===== src/verilog/dtc_consts.vh =====
// Purpose: constants for the dual timer/counter pair
// Assumes: four clock phases per machine cycle, C1 first
// Notes:   included by dtc_timer_pair.v only
//
// Notes on behaviour
// RULE1: timer function advances at one twelfth or one quarter clock; speed bit zero is twelfth.
// RULE2: count pin sampled once per machine cycle at C4; high then low is an edge.
// RULE3: counts update at C3; a detected edge counts in the following machine cycle.
// RULE4: edge detection spans two machine cycles, so pin counting tops out at clock/8.
// RULE5: mode register bit 2 and bit 6 choose timing (0) or pin counting (1).
// RULE6: each timer has a two-bit mode field choosing one of four modes.
// RULE7: a timer counts only when run is set and gate is zero or gate pin high.
// RULE8: in timing function the counter steps on each prescaled time base tick.
// RULE9: mode 0 is 13 bits, high byte plus low five; flag set from 1fff to 0000.
// RULE10: mode 1 is 16 bits; overflow flag set rolling from ffff to 0000.
// RULE11: mode 2 low byte counts, reloads from high byte on ff to 00, sets flag.
// RULE12: timer one in mode 3 freezes and holds its count.
// RULE13: timer zero mode 3 low byte is an 8-bit counter with timer zero controls.
// RULE14: timer zero mode 3 high byte counts clock ticks, uses timer one run and flag.
// RULE15: with timer zero split, timer one runs without run bit or flag; mode 3 stops it.
// RULE16: in timing function, toggle enable inverts the count pin output on every overflow.
// RULE17: overflow flags are set at C3 of the machine cycle that overflows.
// RULE18: count bytes are readable and writable anytime; writes count on from next C3.
`ifndef DTC_CONSTS_VH
`define DTC_CONSTS_VH

// machine cycle phases
`define DTC_PH_C3        2'h2
`define DTC_PH_C4        2'h3
`define DTC_PH_LAST      2'h3
// slow time base: three machine cycles per tick (clock/12)
`define DTC_SLOW_LAST    2'h2

// mode register field positions
`define DTC_MODE0_LO     0
`define DTC_MODE0_HI     1
`define DTC_CT0          2
`define DTC_GATE0        3
`define DTC_MODE1_LO     4
`define DTC_MODE1_HI     5
`define DTC_CT1          6
`define DTC_GATE1        7

// operating modes
`define DTC_MODE_13      2'h0
`define DTC_MODE_16      2'h1
`define DTC_MODE_RELOAD  2'h2
`define DTC_MODE_SPLIT   2'h3

// limits and reset values
`define DTC_MAX_13       13'h1fff
`define DTC_MAX_16       16'hffff
`define DTC_MAX_8        8'hff
`define DTC_BYTE_RST     8'h00
`define DTC_PIN_IDLE     1'b1

`endif


===== src/verilog/dtc_timer_pair.v =====
// Purpose: two 16-bit timer/counters with four modes and overflow toggle outputs
// Assumes: software bits arrive as plain ports on clk; pins are asynchronous
// Notes:   count bytes and flags are outputs straight from their registers
`timescale 1ns/1ps
`include "dtc_consts.vh"

// ==========================================================
// pin synchroniser with agreement filter
// ==========================================================
module dtc_pin_sync (
  // clock and reset
  input  wire clk,
  input  wire nrst,
  // pin and filtered level
  input  wire pin,
  output reg  level
);

  reg s1_reg;
  reg s2_reg;
  reg s3_reg;

  always @(posedge clk or negedge nrst) begin
    if (!nrst) begin
      s1_reg <= `DTC_PIN_IDLE;
      s2_reg <= `DTC_PIN_IDLE;
      s3_reg <= `DTC_PIN_IDLE;
      level  <= `DTC_PIN_IDLE;
    end else begin
      s1_reg <= pin;
      s2_reg <= s1_reg;
      s3_reg <= s2_reg;
      // change accepted once second and third stages agree
      if (s2_reg == s3_reg) begin
        level <= s3_reg;
      end
    end
  end

endmodule // dtc_pin_sync

// ==========================================================
// timer/counter pair
// ==========================================================
module dtc_timer_pair (
  // clock and reset
  input  wire       clk,
  input  wire       nrst,
  // configuration
  input  wire [7:0] timer_mode_register,
  input  wire       timer_zero_run,
  input  wire       timer_one_run,
  input  wire       timer_zero_speed_select,
  input  wire       timer_one_speed_select,
  input  wire       toggle_enable_zero,
  input  wire       toggle_enable_one,
  // count byte writes
  input  wire [7:0] count_wdata,
  input  wire       timer_zero_low_byte_wr,
  input  wire       timer_zero_high_byte_wr,
  input  wire       timer_one_low_byte_wr,
  input  wire       timer_one_high_byte_wr,
  // flag clears
  input  wire       timer_zero_overflow_clr,
  input  wire       timer_one_overflow_clr,
  // count bytes and flags
  output reg  [7:0] timer_zero_low_byte,
  output reg  [7:0] timer_zero_high_byte,
  output reg  [7:0] timer_one_low_byte,
  output reg  [7:0] timer_one_high_byte,
  output reg        timer_zero_overflow,
  output reg        timer_one_overflow,
  // gate pins
  input  wire       gate_pin_zero,
  input  wire       gate_pin_one,
  // count pins
  input  wire       count_pin_zero_in,
  output reg        count_pin_zero_out,
  output reg        count_pin_zero_oe,
  input  wire       count_pin_one_in,
  output reg        count_pin_one_out,
  output reg        count_pin_one_oe
);

  // ========================================================
  // mode register fields
  // ========================================================
  wire [1:0] mode0;
  wire [1:0] mode1;
  wire       ct0;
  wire       ct1;
  wire       gate0;
  wire       gate1;
  wire       split0;

  assign mode0  = {timer_mode_register[`DTC_MODE0_HI], timer_mode_register[`DTC_MODE0_LO]}; // [RULE6]
  assign mode1  = {timer_mode_register[`DTC_MODE1_HI], timer_mode_register[`DTC_MODE1_LO]}; // [RULE6]
  assign ct0    = timer_mode_register[`DTC_CT0];   // [RULE5]
  assign ct1    = timer_mode_register[`DTC_CT1];   // [RULE5]
  assign gate0  = timer_mode_register[`DTC_GATE0];
  assign gate1  = timer_mode_register[`DTC_GATE1];
  assign split0 = (mode0 == `DTC_MODE_SPLIT);

  // ========================================================
  // pin synchronisers
  // ========================================================
  wire gate0_lvl;
  wire gate1_lvl;
  wire cnt0_lvl;
  wire cnt1_lvl;

  dtc_pin_sync u_sync_gate0 (
    .clk   (clk),
    .nrst  (nrst),
    .pin   (gate_pin_zero),
    .level (gate0_lvl)
  );

  dtc_pin_sync u_sync_gate1 (
    .clk   (clk),
    .nrst  (nrst),
    .pin   (gate_pin_one),
    .level (gate1_lvl)
  );

  dtc_pin_sync u_sync_cnt0 (
    .clk   (clk),
    .nrst  (nrst),
    .pin   (count_pin_zero_in),
    .level (cnt0_lvl)
  );

  dtc_pin_sync u_sync_cnt1 (
    .clk   (clk),
    .nrst  (nrst),
    .pin   (count_pin_one_in),
    .level (cnt1_lvl)
  );

  // ========================================================
  // machine cycle phases and time base
  // ========================================================
  reg  [1:0] phase_reg;
  reg  [1:0] slow_reg;
  wire       at_c3;
  wire       at_c4;
  wire       slow_due;
  wire       tick0;
  wire       tick1;

  always @(posedge clk or negedge nrst) begin
    if (!nrst) begin
      phase_reg <= 2'h0;
      slow_reg  <= 2'h0;
    end else begin
      phase_reg <= phase_reg + 2'h1;
      if (phase_reg == `DTC_PH_LAST) begin
        slow_reg <= (slow_reg == `DTC_SLOW_LAST) ? 2'h0 : slow_reg + 2'h1;
      end
    end
  end

  assign at_c3    = (phase_reg == `DTC_PH_C3);  // [RULE3]
  assign at_c4    = (phase_reg == `DTC_PH_C4);  // [RULE2]
  assign slow_due = (slow_reg == `DTC_SLOW_LAST);
  // one tick per machine cycle or per three machine cycles
  assign tick0    = at_c3 & (timer_zero_speed_select | slow_due); // [RULE1] [RULE8]
  assign tick1    = at_c3 & (timer_one_speed_select | slow_due);  // [RULE1] [RULE8]

  // ========================================================
  // count pin edge detection
  // ========================================================
  reg samp0_reg;
  reg samp1_reg;
  reg edge0_reg;
  reg edge1_reg;

  // sample at c4, edge held until the next c4 so next c3 consumes it
  always @(posedge clk or negedge nrst) begin
    if (!nrst) begin
      samp0_reg <= `DTC_PIN_IDLE;
      samp1_reg <= `DTC_PIN_IDLE;
      edge0_reg <= 1'b0;
      edge1_reg <= 1'b0;
    end else if (at_c4) begin
      samp0_reg <= cnt0_lvl;              // [RULE2]
      samp1_reg <= cnt1_lvl;              // [RULE2]
      edge0_reg <= samp0_reg & ~cnt0_lvl; // [RULE2] [RULE4]
      edge1_reg <= samp1_reg & ~cnt1_lvl; // [RULE2] [RULE4]
    end
  end

  // ========================================================
  // count enables
  // ========================================================
  wire en0;
  wire en1;
  wire inc0;
  wire inc1;
  wire inc_hi0;

  assign en0     = timer_zero_run & (~gate0 | gate0_lvl);              // [RULE7] [RULE13]
  assign en1     = (split0 | timer_one_run) & (~gate1 | gate1_lvl);    // [RULE7] [RULE15]
  assign inc0    = en0 & (ct0 ? edge0_reg & at_c3 : tick0);            // [RULE3]
  assign inc1    = en1 & (ct1 ? edge1_reg & at_c3 : tick1);            // [RULE3]
  assign inc_hi0 = split0 & timer_one_run & tick0;                     // [RULE14]

  // ========================================================
  // one count step: returns {overflow, high, low}
  // ========================================================
  function [16:0] dtc_step;
    input [1:0] mode;
    input [7:0] hi;
    input [7:0] lo;
    reg   [12:0] c13;
    reg   [15:0] c16;
    begin
      c13      = {hi, lo[4:0]} + 13'h1;
      c16      = {hi, lo} + 16'h1;
      dtc_step = {1'b0, hi, lo};
      case (mode)
        `DTC_MODE_13: begin
          // top three low bits held
          dtc_step = {({hi, lo[4:0]} == `DTC_MAX_13), c13[12:5], lo[7:5], c13[4:0]}; // [RULE9]
        end
        `DTC_MODE_16: begin
          dtc_step = {({hi, lo} == `DTC_MAX_16), c16}; // [RULE10]
        end
        `DTC_MODE_RELOAD: begin
          if (lo == `DTC_MAX_8) begin
            dtc_step = {1'b1, hi, hi}; // [RULE11]
          end else begin
            dtc_step = {1'b0, hi, c16[7:0]};
          end
        end
        `DTC_MODE_SPLIT: begin
          // plain 8-bit low byte, high byte left alone
          dtc_step = {(lo == `DTC_MAX_8), hi, c16[7:0]}; // [RULE13]
        end
        default: begin
          dtc_step = {1'b0, hi, lo};
        end
      endcase
    end
  endfunction

  // ========================================================
  // next count values
  // ========================================================
  reg  [7:0] zero_low_next;
  reg  [7:0] zero_high_next;
  reg  [7:0] one_low_next;
  reg  [7:0] one_high_next;
  reg        ovf0;
  reg        ovf1;
  reg        ovf_hi0;
  reg [16:0] step0;
  reg [16:0] step1;

  always @* begin
    step0    = dtc_step(mode0, timer_zero_high_byte, timer_zero_low_byte);
    step1    = dtc_step(mode1, timer_one_high_byte, timer_one_low_byte);
    zero_low_next  = timer_zero_low_byte;
    zero_high_next = timer_zero_high_byte;
    one_low_next   = timer_one_low_byte;
    one_high_next  = timer_one_high_byte;
    ovf0           = 1'b0;
    ovf1           = 1'b0;
    ovf_hi0        = 1'b0;
    if (inc0) begin
      zero_low_next = step0[7:0];
      ovf0          = step0[16];
      if (!split0) begin
        zero_high_next = step0[15:8];
      end
    end
    if (inc_hi0) begin
      zero_high_next = timer_zero_high_byte + 8'h1;            // [RULE14]
      ovf_hi0        = (timer_zero_high_byte == `DTC_MAX_8);  // [RULE14]
    end
    // mode 3 freezes timer one
    if (inc1 && (mode1 != `DTC_MODE_SPLIT)) begin             // [RULE12]
      one_low_next  = step1[7:0];
      one_high_next = step1[15:8];
      ovf1          = step1[16];
    end
    // software write wins over a step in the same cycle
    if (timer_zero_low_byte_wr) begin
      zero_low_next = count_wdata;                            // [RULE18]
    end
    if (timer_zero_high_byte_wr) begin
      zero_high_next = count_wdata;                           // [RULE18]
    end
    if (timer_one_low_byte_wr) begin
      one_low_next = count_wdata;                             // [RULE18]
    end
    if (timer_one_high_byte_wr) begin
      one_high_next = count_wdata;                            // [RULE18]
    end
  end

  // ========================================================
  // flag sources
  // ========================================================
  wire set_flag0;
  wire set_flag1;
  wire flip0;
  wire flip1;

  assign set_flag0 = ovf0;                            // [RULE17]
  assign set_flag1 = split0 ? ovf_hi0 : ovf1;         // [RULE14] [RULE15] [RULE17]
  assign flip0     = ovf0 & toggle_enable_zero & ~ct0; // [RULE16]
  assign flip1     = ovf1 & toggle_enable_one & ~ct1;  // [RULE16]

  // ========================================================
  // registers
  // ========================================================
  always @(posedge clk or negedge nrst) begin
    if (!nrst) begin
      timer_zero_low_byte  <= `DTC_BYTE_RST;
      timer_zero_high_byte <= `DTC_BYTE_RST;
      timer_one_low_byte   <= `DTC_BYTE_RST;
      timer_one_high_byte  <= `DTC_BYTE_RST;
      timer_zero_overflow  <= 1'b0;
      timer_one_overflow   <= 1'b0;
      count_pin_zero_out   <= `DTC_PIN_IDLE;
      count_pin_one_out    <= `DTC_PIN_IDLE;
      count_pin_zero_oe    <= 1'b0;
      count_pin_one_oe     <= 1'b0;
    end else begin
      timer_zero_low_byte  <= zero_low_next;
      timer_zero_high_byte <= zero_high_next;
      timer_one_low_byte   <= one_low_next;
      timer_one_high_byte  <= one_high_next;
      // set wins over a clear in the same cycle
      timer_zero_overflow  <= set_flag0 | (timer_zero_overflow & ~timer_zero_overflow_clr);
      timer_one_overflow   <= set_flag1 | (timer_one_overflow & ~timer_one_overflow_clr);
      count_pin_zero_out   <= count_pin_zero_out ^ flip0;  // [RULE16]
      count_pin_one_out    <= count_pin_one_out ^ flip1;   // [RULE16]
      count_pin_zero_oe    <= toggle_enable_zero & ~ct0;   // [RULE16]
      count_pin_one_oe     <= toggle_enable_one & ~ct1;    // [RULE16]
    end
  end

endmodule // dtc_timer_pair


===== config.mk =====
export PLATFORM = sky130hd
export DESIGN_NAME = dtc_timer_pair
export DESIGN_NICKNAME = d
export VERILOG_FILES = /design/src/verilog/dtc_timer_pair.v
export VERILOG_INCLUDE_DIRS = /design/src /design/src/verilog
export SDC_FILE = /design/constraint.sdc
export NUM_CORES = 1
export LEC_CHECK = 0
export BUFFER_PORTS_ARGS = -buffer_cell sky130_fd_sc_hd__buf_2
export CELL_PAD_IN_SITES_DETAIL_PLACEMENT = 0
export CELL_PAD_IN_SITES_GLOBAL_PLACEMENT = 1
export CORE_MARGIN = 2
export CORE_UTILIZATION = 45
export DETAILED_ROUTE_END_ITERATION = 10
export GPL_TIMING_DRIVEN = 0
export PLACE_DENSITY_LB_ADDON = 0.12
export SKIP_LAST_GASP = 1
export SLEW_MARGIN = 20
export SYNTH_ARGS = -nofsm -noshare
export SYNTH_HDL_FRONTEND = slang
export SYNTH_SLANG_ARGS = --single-unit
export TNS_END_PERCENT = 20

===== constraint.sdc =====
create_clock -name clk -period 3.4 [get_ports clk]
set_clock_uncertainty 0.2 [all_clocks]
set_input_delay 0.34 -clock clk [delete_from_list [all_inputs] [get_ports clk]]
set_output_delay 0.34 -clock clk [all_outputs]
set_load 0.01 [all_outputs]

==> impl_metrics.toml, run 1 <==
[sta]
fin_setup_tns_ns = 0
drv_slew = 0
tightest_slew_ns = 1.11
slew_headroom = 0.254
hold_viol_final = 0
fin_crit_sh = 0.825
max_freq_mhz = 356
rsz0062_at_grt = "no"
min_period_ns = 2.81
setup_viol = 0

[final_layout]
syn2layout_area_growth_pct = 19.7
final_cell_mix = "buf_2 (72), dfrtp_1 (42), nand2_1 (41), nor2_1 (32), nand3_1 (23)"
multi_input_area_mm2 = 0.00211
mostFrequentLayoutCell = "buf_2"
drive_gt1_frac = 0.249
fillerInstances = 806
seqCellArea_mm2 = 0.00158
diodes = 0
nets = 553
final_util = 0.558
final_cells = 624

[pwr]
total_power_uw = 1940
p_leak_uw = 0.00193
power_density_mw_per_mm2 = 421
ir_worst_vdd_v = 0.000342

[yosys]
syn-num-nets = 468
netlist_area_mm2 = 0.00385
synth_cells = 429
avgSynthCellArea_um2 = 8.97
synthFlopType = "dfrtp_1"
ys_warn_count = 0
synth-edff-count = 0
synth_seq_cells = 62
ys_seq_area_frac = 0.410
async_flop_share = 1.00
synth_cell_type_count = 65

[cts]
clkTransAtPathRegs_ns = 0.08
post_cts_buffers = 0
cts-buffers-inserted = 9
cts_resized = 0
cts-htree-levels = 3
insertion_delay_ns = 0.34
cts_tree = "done"
cts_num_sinks = 62
clockBufferDepth = 2
cts_root_buf = "clkbuf_8"

[worst_setup_path]
crit_path_max_fanout = 8
critical_path_class = "register to register"
cp.required_ns = 3.47
critical-path-max-stage-delay_ns = 0.99
startpoint_type = "register"
path_cells = "inv_1 -> ha_1 -> and3_1 -> clkbuf_1 -> a311oi_1 -> nor2_1 -> a31oi_1"
r2r_start = "phase_reg[0]"
end_kind = "register"
cp.arrival_ns = 2.87
reg2reg_depth = 7
cp_slowest_cell = "a311oi_1"
crit_path_start = "phase_reg[0]"

[global_route]
grt_pass1_vias = 3291
grt_use_total = 0.246
grt_overflow_total = 0
grt_pass1_wl_mm = 17.3
antenna_found_initial = 0
grt_max_degree = 63

[route]
drc = 0
wire_per_inst_um = 17.4
first_pass_iters = 5
ant_nets = 0
vias = 3730
finalWirelength_mm = 10.9
dr.first_iter.drc_count = 247
via_per_inst = 5.98

[floorplanning]
coreArea_mm2 = 0.00826
rows = 33
die-area_mm2 = 0.00931
die_y_um = 96.5
start_util = 0.466
ios = 72
fp.dieW_um = 96.5

[min_path]
min_path_cells = 2
hold_path_class = "primary input to register"
worst_hold_startpoint = "timer_mode_register[6]"

[place]
port_buffers = 68
place_hpwl_mm = 8.09
placed_cells = 602
place_congestion = 0.916

[status]
outcome = "completed"

[job]
drv_cap = 0
cell usage after synthesis, drive strengths merged (5+ instances only):
library cell / number / share of area
a21oi: 18 / 0.023
o22ai: 5 / 0.0081
xor2: 10 / 0.023
a211oi: 6 / 0.012
nand2: 41 / 0.040
o221a: 5 / 0.015
nand3: 23 / 0.030
nor3: 9 / 0.013
nor2: 32 / 0.031
dfstp: 20 / 0.14
inv: 15 / 0.015
and3: 12 / 0.020
mux2i: 6 / 0.016
nand4: 13 / 0.021
mux2: 5 / 0.015
nor2b: 6 / 0.0098
o31ai: 16 / 0.031
o21ai: 18 / 0.023
dfrtp: 42 / 0.27
ha: 5 / 0.016
clkbuf: 19 / 0.019
and4: 6 / 0.014
xnor2: 6 / 0.014
a2111oi: 6 / 0.019
buf: 6 / 0.0075
a31oi: 15 / 0.024
path summary, 6_finish.rpt:
path,end,slack (ns)
hold reg to reg,u_sync_gate1.s2_reg,0.16
hold / removal,count_pin_one_oe,0.03
setup reg to reg,timer_zero_high_byte[6],0.59
min in group asynchronous,timer_zero_low_byte[5],0.40
max in group asynchronous,timer_zero_high_byte[7],2.07
setup / recovery,timer_zero_high_byte[6],0.59
layer usage:
metal / GRT usage / up-vias / share of wire
met5: 0 / - / 0
met1: 0.373 / 1780 / 0.47
met3: 0.0287 / 15 / 0.065
met4: 0.0716 / 0 / 0.013
met2: 0.367 / 146 / 0.45
li1: - / 1789 / -
where the power goes:
group	internal (uW)	switching (uW)	total [uW]
registers	804	63.1	867
clock network	393	327	720
logic	141	213	353
total	1340	603	1940
critical path: cells and delay by family (launching register included):
family,cells,cell delay [ns]
AO/OA/AOI/OAI,2,1.22
adder cells (fa/ha/maj),1,0.27
buffers and inverters,2,0.28
flip-flops,1,0.36
AND/OR/NAND/NOR,2,0.39
what timing repair did:
action	CTS	global route
hold buffers	6	0
endpoints found under the setup margin	0	0
hold endpoints to repair	47	0
metrics by stage:
step | setup slack [ns] | instance area, um2 | hold WS [ns]
after floorplan | 1.19 | 3850 | -0.156
after global placement | 0.639 | 4320 | 0.146
after detailed placement | 0.678 | 4320 | 0.148
after CTS | 0.636 | 4610 | 0.0210
after global routing | 0.418 | 4610 | 0.0346
final | 0.594 | 4610 | 0.0267
kinds of logic (layout without fill, tap and decap cells):
| group | Yosys count | in the layout | synth area share |
|---|---|---|---|
| mux | 11 | 11 | 0.0302 |
| simple gates | 167 | 167 | 0.224 |
| flops | 62 | 62 | 0.410 |
| buf+inv | 41 | 131 | 0.0416 |
| compound gates | 123 | 123 | 0.231 |
| fa+ha+maj | 9 | 9 | 0.0267 |
| xor+xnor | 16 | 16 | 0.0364 |
layout make-up:
type | instances | area share
multi-input combinational | 326 | 0.459
sequential | 62 | 0.342
timing repair buffer | 74 | 0.0875
clock buffer | 10 | 0.0323
tap | 105 | 0.0285
buffer | 25 | 0.0217
clock inverter | 6 | 0.0160
inverter | 16 | 0.0130
Power figures use the tool's default switching activity.
==> run 2, diff against run 1 <==
CORE_UTILIZATION = 38   (was 45)
clock period = 2.5 ns   (was 3.4 ns; I/O delays follow)
==> run 2 against run 1 <==
  * Via count is 0.11% lower
  * Critical endpoint is now timer_zero_high_byte[7]
  * Register-to-register slack got worse by 0.50 ns
  * Global-route usage down 2.8 points
==> impl_metrics.toml, run 2 (synthesis gave the netlist of run 1 again) <==
[floorplanning]
die_y_um = 105
start_util = 0.392
rows = 36
ios = 72
die-area_mm2 = 0.0109
coreArea_mm2 = 0.00982
fp.dieW_um = 105

[route]
via_per_inst = 5.59
wire_per_inst_um = 17.2
vias = 3726
ant_nets = 0
dr.first_iter.drc_count = 207
finalWirelength_mm = 11.5
drc = 0
first_pass_iters = 4

[global_route]
met2_usage = 0.330
antenna_found_initial = 0
grt_use_total = 0.218
grt_pass1_vias = 3531
use_met1 = 0.318
grt_overflow_total = 0
use_met3 = 0.0312
grt_max_degree = 37
top_usage_layer = "met2"
grt_pass1_wl_mm = 18.9

[place]
placed_cells = 631
pre_cts_slack_ns = -0.244
place_congestion = 0.891
place_hpwl_mm = 8.62
port_buffers = 68

[sta]
slew_headroom = 0.509
fin_setup_tns_ns = 0
max_freq_mhz = 417
whs_ns = 0.00204
fin_crit_sh = 0.960
min_period_ns = 2.40
rsz0062_at_grt = "yes"
hold_viol_final = 0
tightest_slew_ns = 0.736
drv_slew = 0
worst_slack_ns = 0.0992
setup_viol = 0

[min_path]
worst_hold_startpoint = "count_wdata[2]"
hold_path_class = "primary input to register"

[worst_setup_path]
critical_path_class = "register to register"
crit_family = "compound AO/OA/AOI/OAI gates"
crit_path_start = "phase_reg[0]"
startpoint_type = "register"
cp_slowest_cell = "a311oi_2"
r2r_start = "phase_reg[0]"
critical-path-max-stage-delay_ns = 0.65
crit_path_max_fanout = 8
path_cells = "inv_1 -> ha_1 -> and3_1 -> a311oi_2 -> nor2_1 -> a31oi_1"
end_kind = "register"
cp.required_ns = 2.55
cp.arrival_ns = 2.45
critical_path_buf_inv_count = 1

[cts]
cts_num_sinks = 62
insertion_delay_ns = 0.36
cts_root_buf = "clkbuf_8"
cts_tree = "done"
clkTransAtPathRegs_ns = 0.08
cts-buffers-inserted = 9
cts-htree-levels = 3
clockBufferDepth = 2

[final_layout]
syn2layout_area_growth_pct = 24.7
diodes = 0
fillerInstances = 999
final_cell_mix = "buf_2 (72), dfrtp_1 (42), nand2_1 (41), nor2_1 (31), nand3_1 (23)"
final_cells = 667
nets = 568
mostFrequentLayoutCell = "buf_2"
drive_gt1_frac = 0.268

[pwr]
ir_worst_vdd_v = 0.000263
p_sw_frac = 0.320
combPwrFrac = 0.193
power_density_mw_per_mm2 = 539
switching_power_uw = 828
total_power_uw = 2590
p_clk_frac = 0.352
p_leak_uw = 0.00200
internal_power_uw = 1760
p_seq_frac = 0.455

[job]
drv_cap = 0

[status]
outcome = "completed"
==> run 2: cell types whose count changed in the layout (fill, tap and decap cells not counted), moves of 2 or more <==
| cell | before | now |
|---|---|---|
| dlygate4sd3_1 | 6 | 14 |
| buf_4 | 1 | 8 |
| clkinvlp_4 | 0 | 3 |
| inv_6 | 3 | 0 |
| clkbuf_1 | 19 | 17 |
==> run 2: final timing paths <==
path / end / slack, ns / cells after the start
setup reg to reg: timer_zero_high_byte[7] / 0.1 / 6
hold / removal: timer_one_high_byte[2] / 0.002 / 3
min in group asynchronous: timer_one_low_byte[4] / 0.16 / 2
setup / recovery: timer_zero_high_byte[7] / 0.1 / 6
max in group asynchronous: u_sync_cnt0.level / 1.35 / 3
hold reg to reg: u_sync_cnt1.s2_reg / 0.16 / 0
==> run 2: worst register-to-register path, cell delays in order (launching register included) <==
cell	delay, ns
dfrtp_1	0.35
inv_1	0.06
ha_1	0.28
and3_1	0.34
a311oi_2	0.65
nor2_1	0.18
a31oi_1	0.24
==> run 2: cell type report <==
| cell class | instances | area, um2 | area share |
|---|---|---|---|
| clock inverter | 7 | 75.1 | 0.0156 |
| multi-input combinational | 326 | 2150 | 0.447 |
| inverter | 16 | 60.1 | 0.0125 |
| clock buffer | 9 | 124 | 0.0258 |
| timing repair buffer | 90 | 556 | 0.116 |
| buffer | 24 | 97.6 | 0.0203 |
| tap | 133 | 166 | 0.0347 |
| sequential | 62 | 1580 | 0.328 |
==> run 2: routing by layer <==
metal	up-vias	routed length (um)
met5	-	0
met1	1790	5610
met3	14	637
li1	1816	-
met2	106	5060
met4	0	195
==> run 2: timing repair <==
item | CTS | global route
endpoints found under the hold margin | 53 | 0
endpoints found under the setup margin | 10 | 24
resized for setup | 1 | 9
setup buffers | 0 | 7
hold buffers | 14 | 0
pin swaps | 0 | 3
==> run 2: per-stage QoR <==
step                      instance area, um2   util
after detailed placement                4380  0.446
after floorplan                         3850      -
after global placement                  4360  0.444
after global routing                    4800  0.489
final                                   4800  0.489
after CTS                               4720  0.481
==> run 2: power by group through the flow <==
| stage | clock network (uW) | logic (uW) | registers [uW] |
|---|---|---|---|
| after CTS | 927 | 496 | 1180 |
| after global routing | 979 | 557 | 1190 |
| after detailed placement | 0 | 476 | 1200 |
| after global placement | 0 | 468 | 1190 |
| after floorplan | 0 | 263 | 1200 |
| final | 910 | 500 | 1180 |
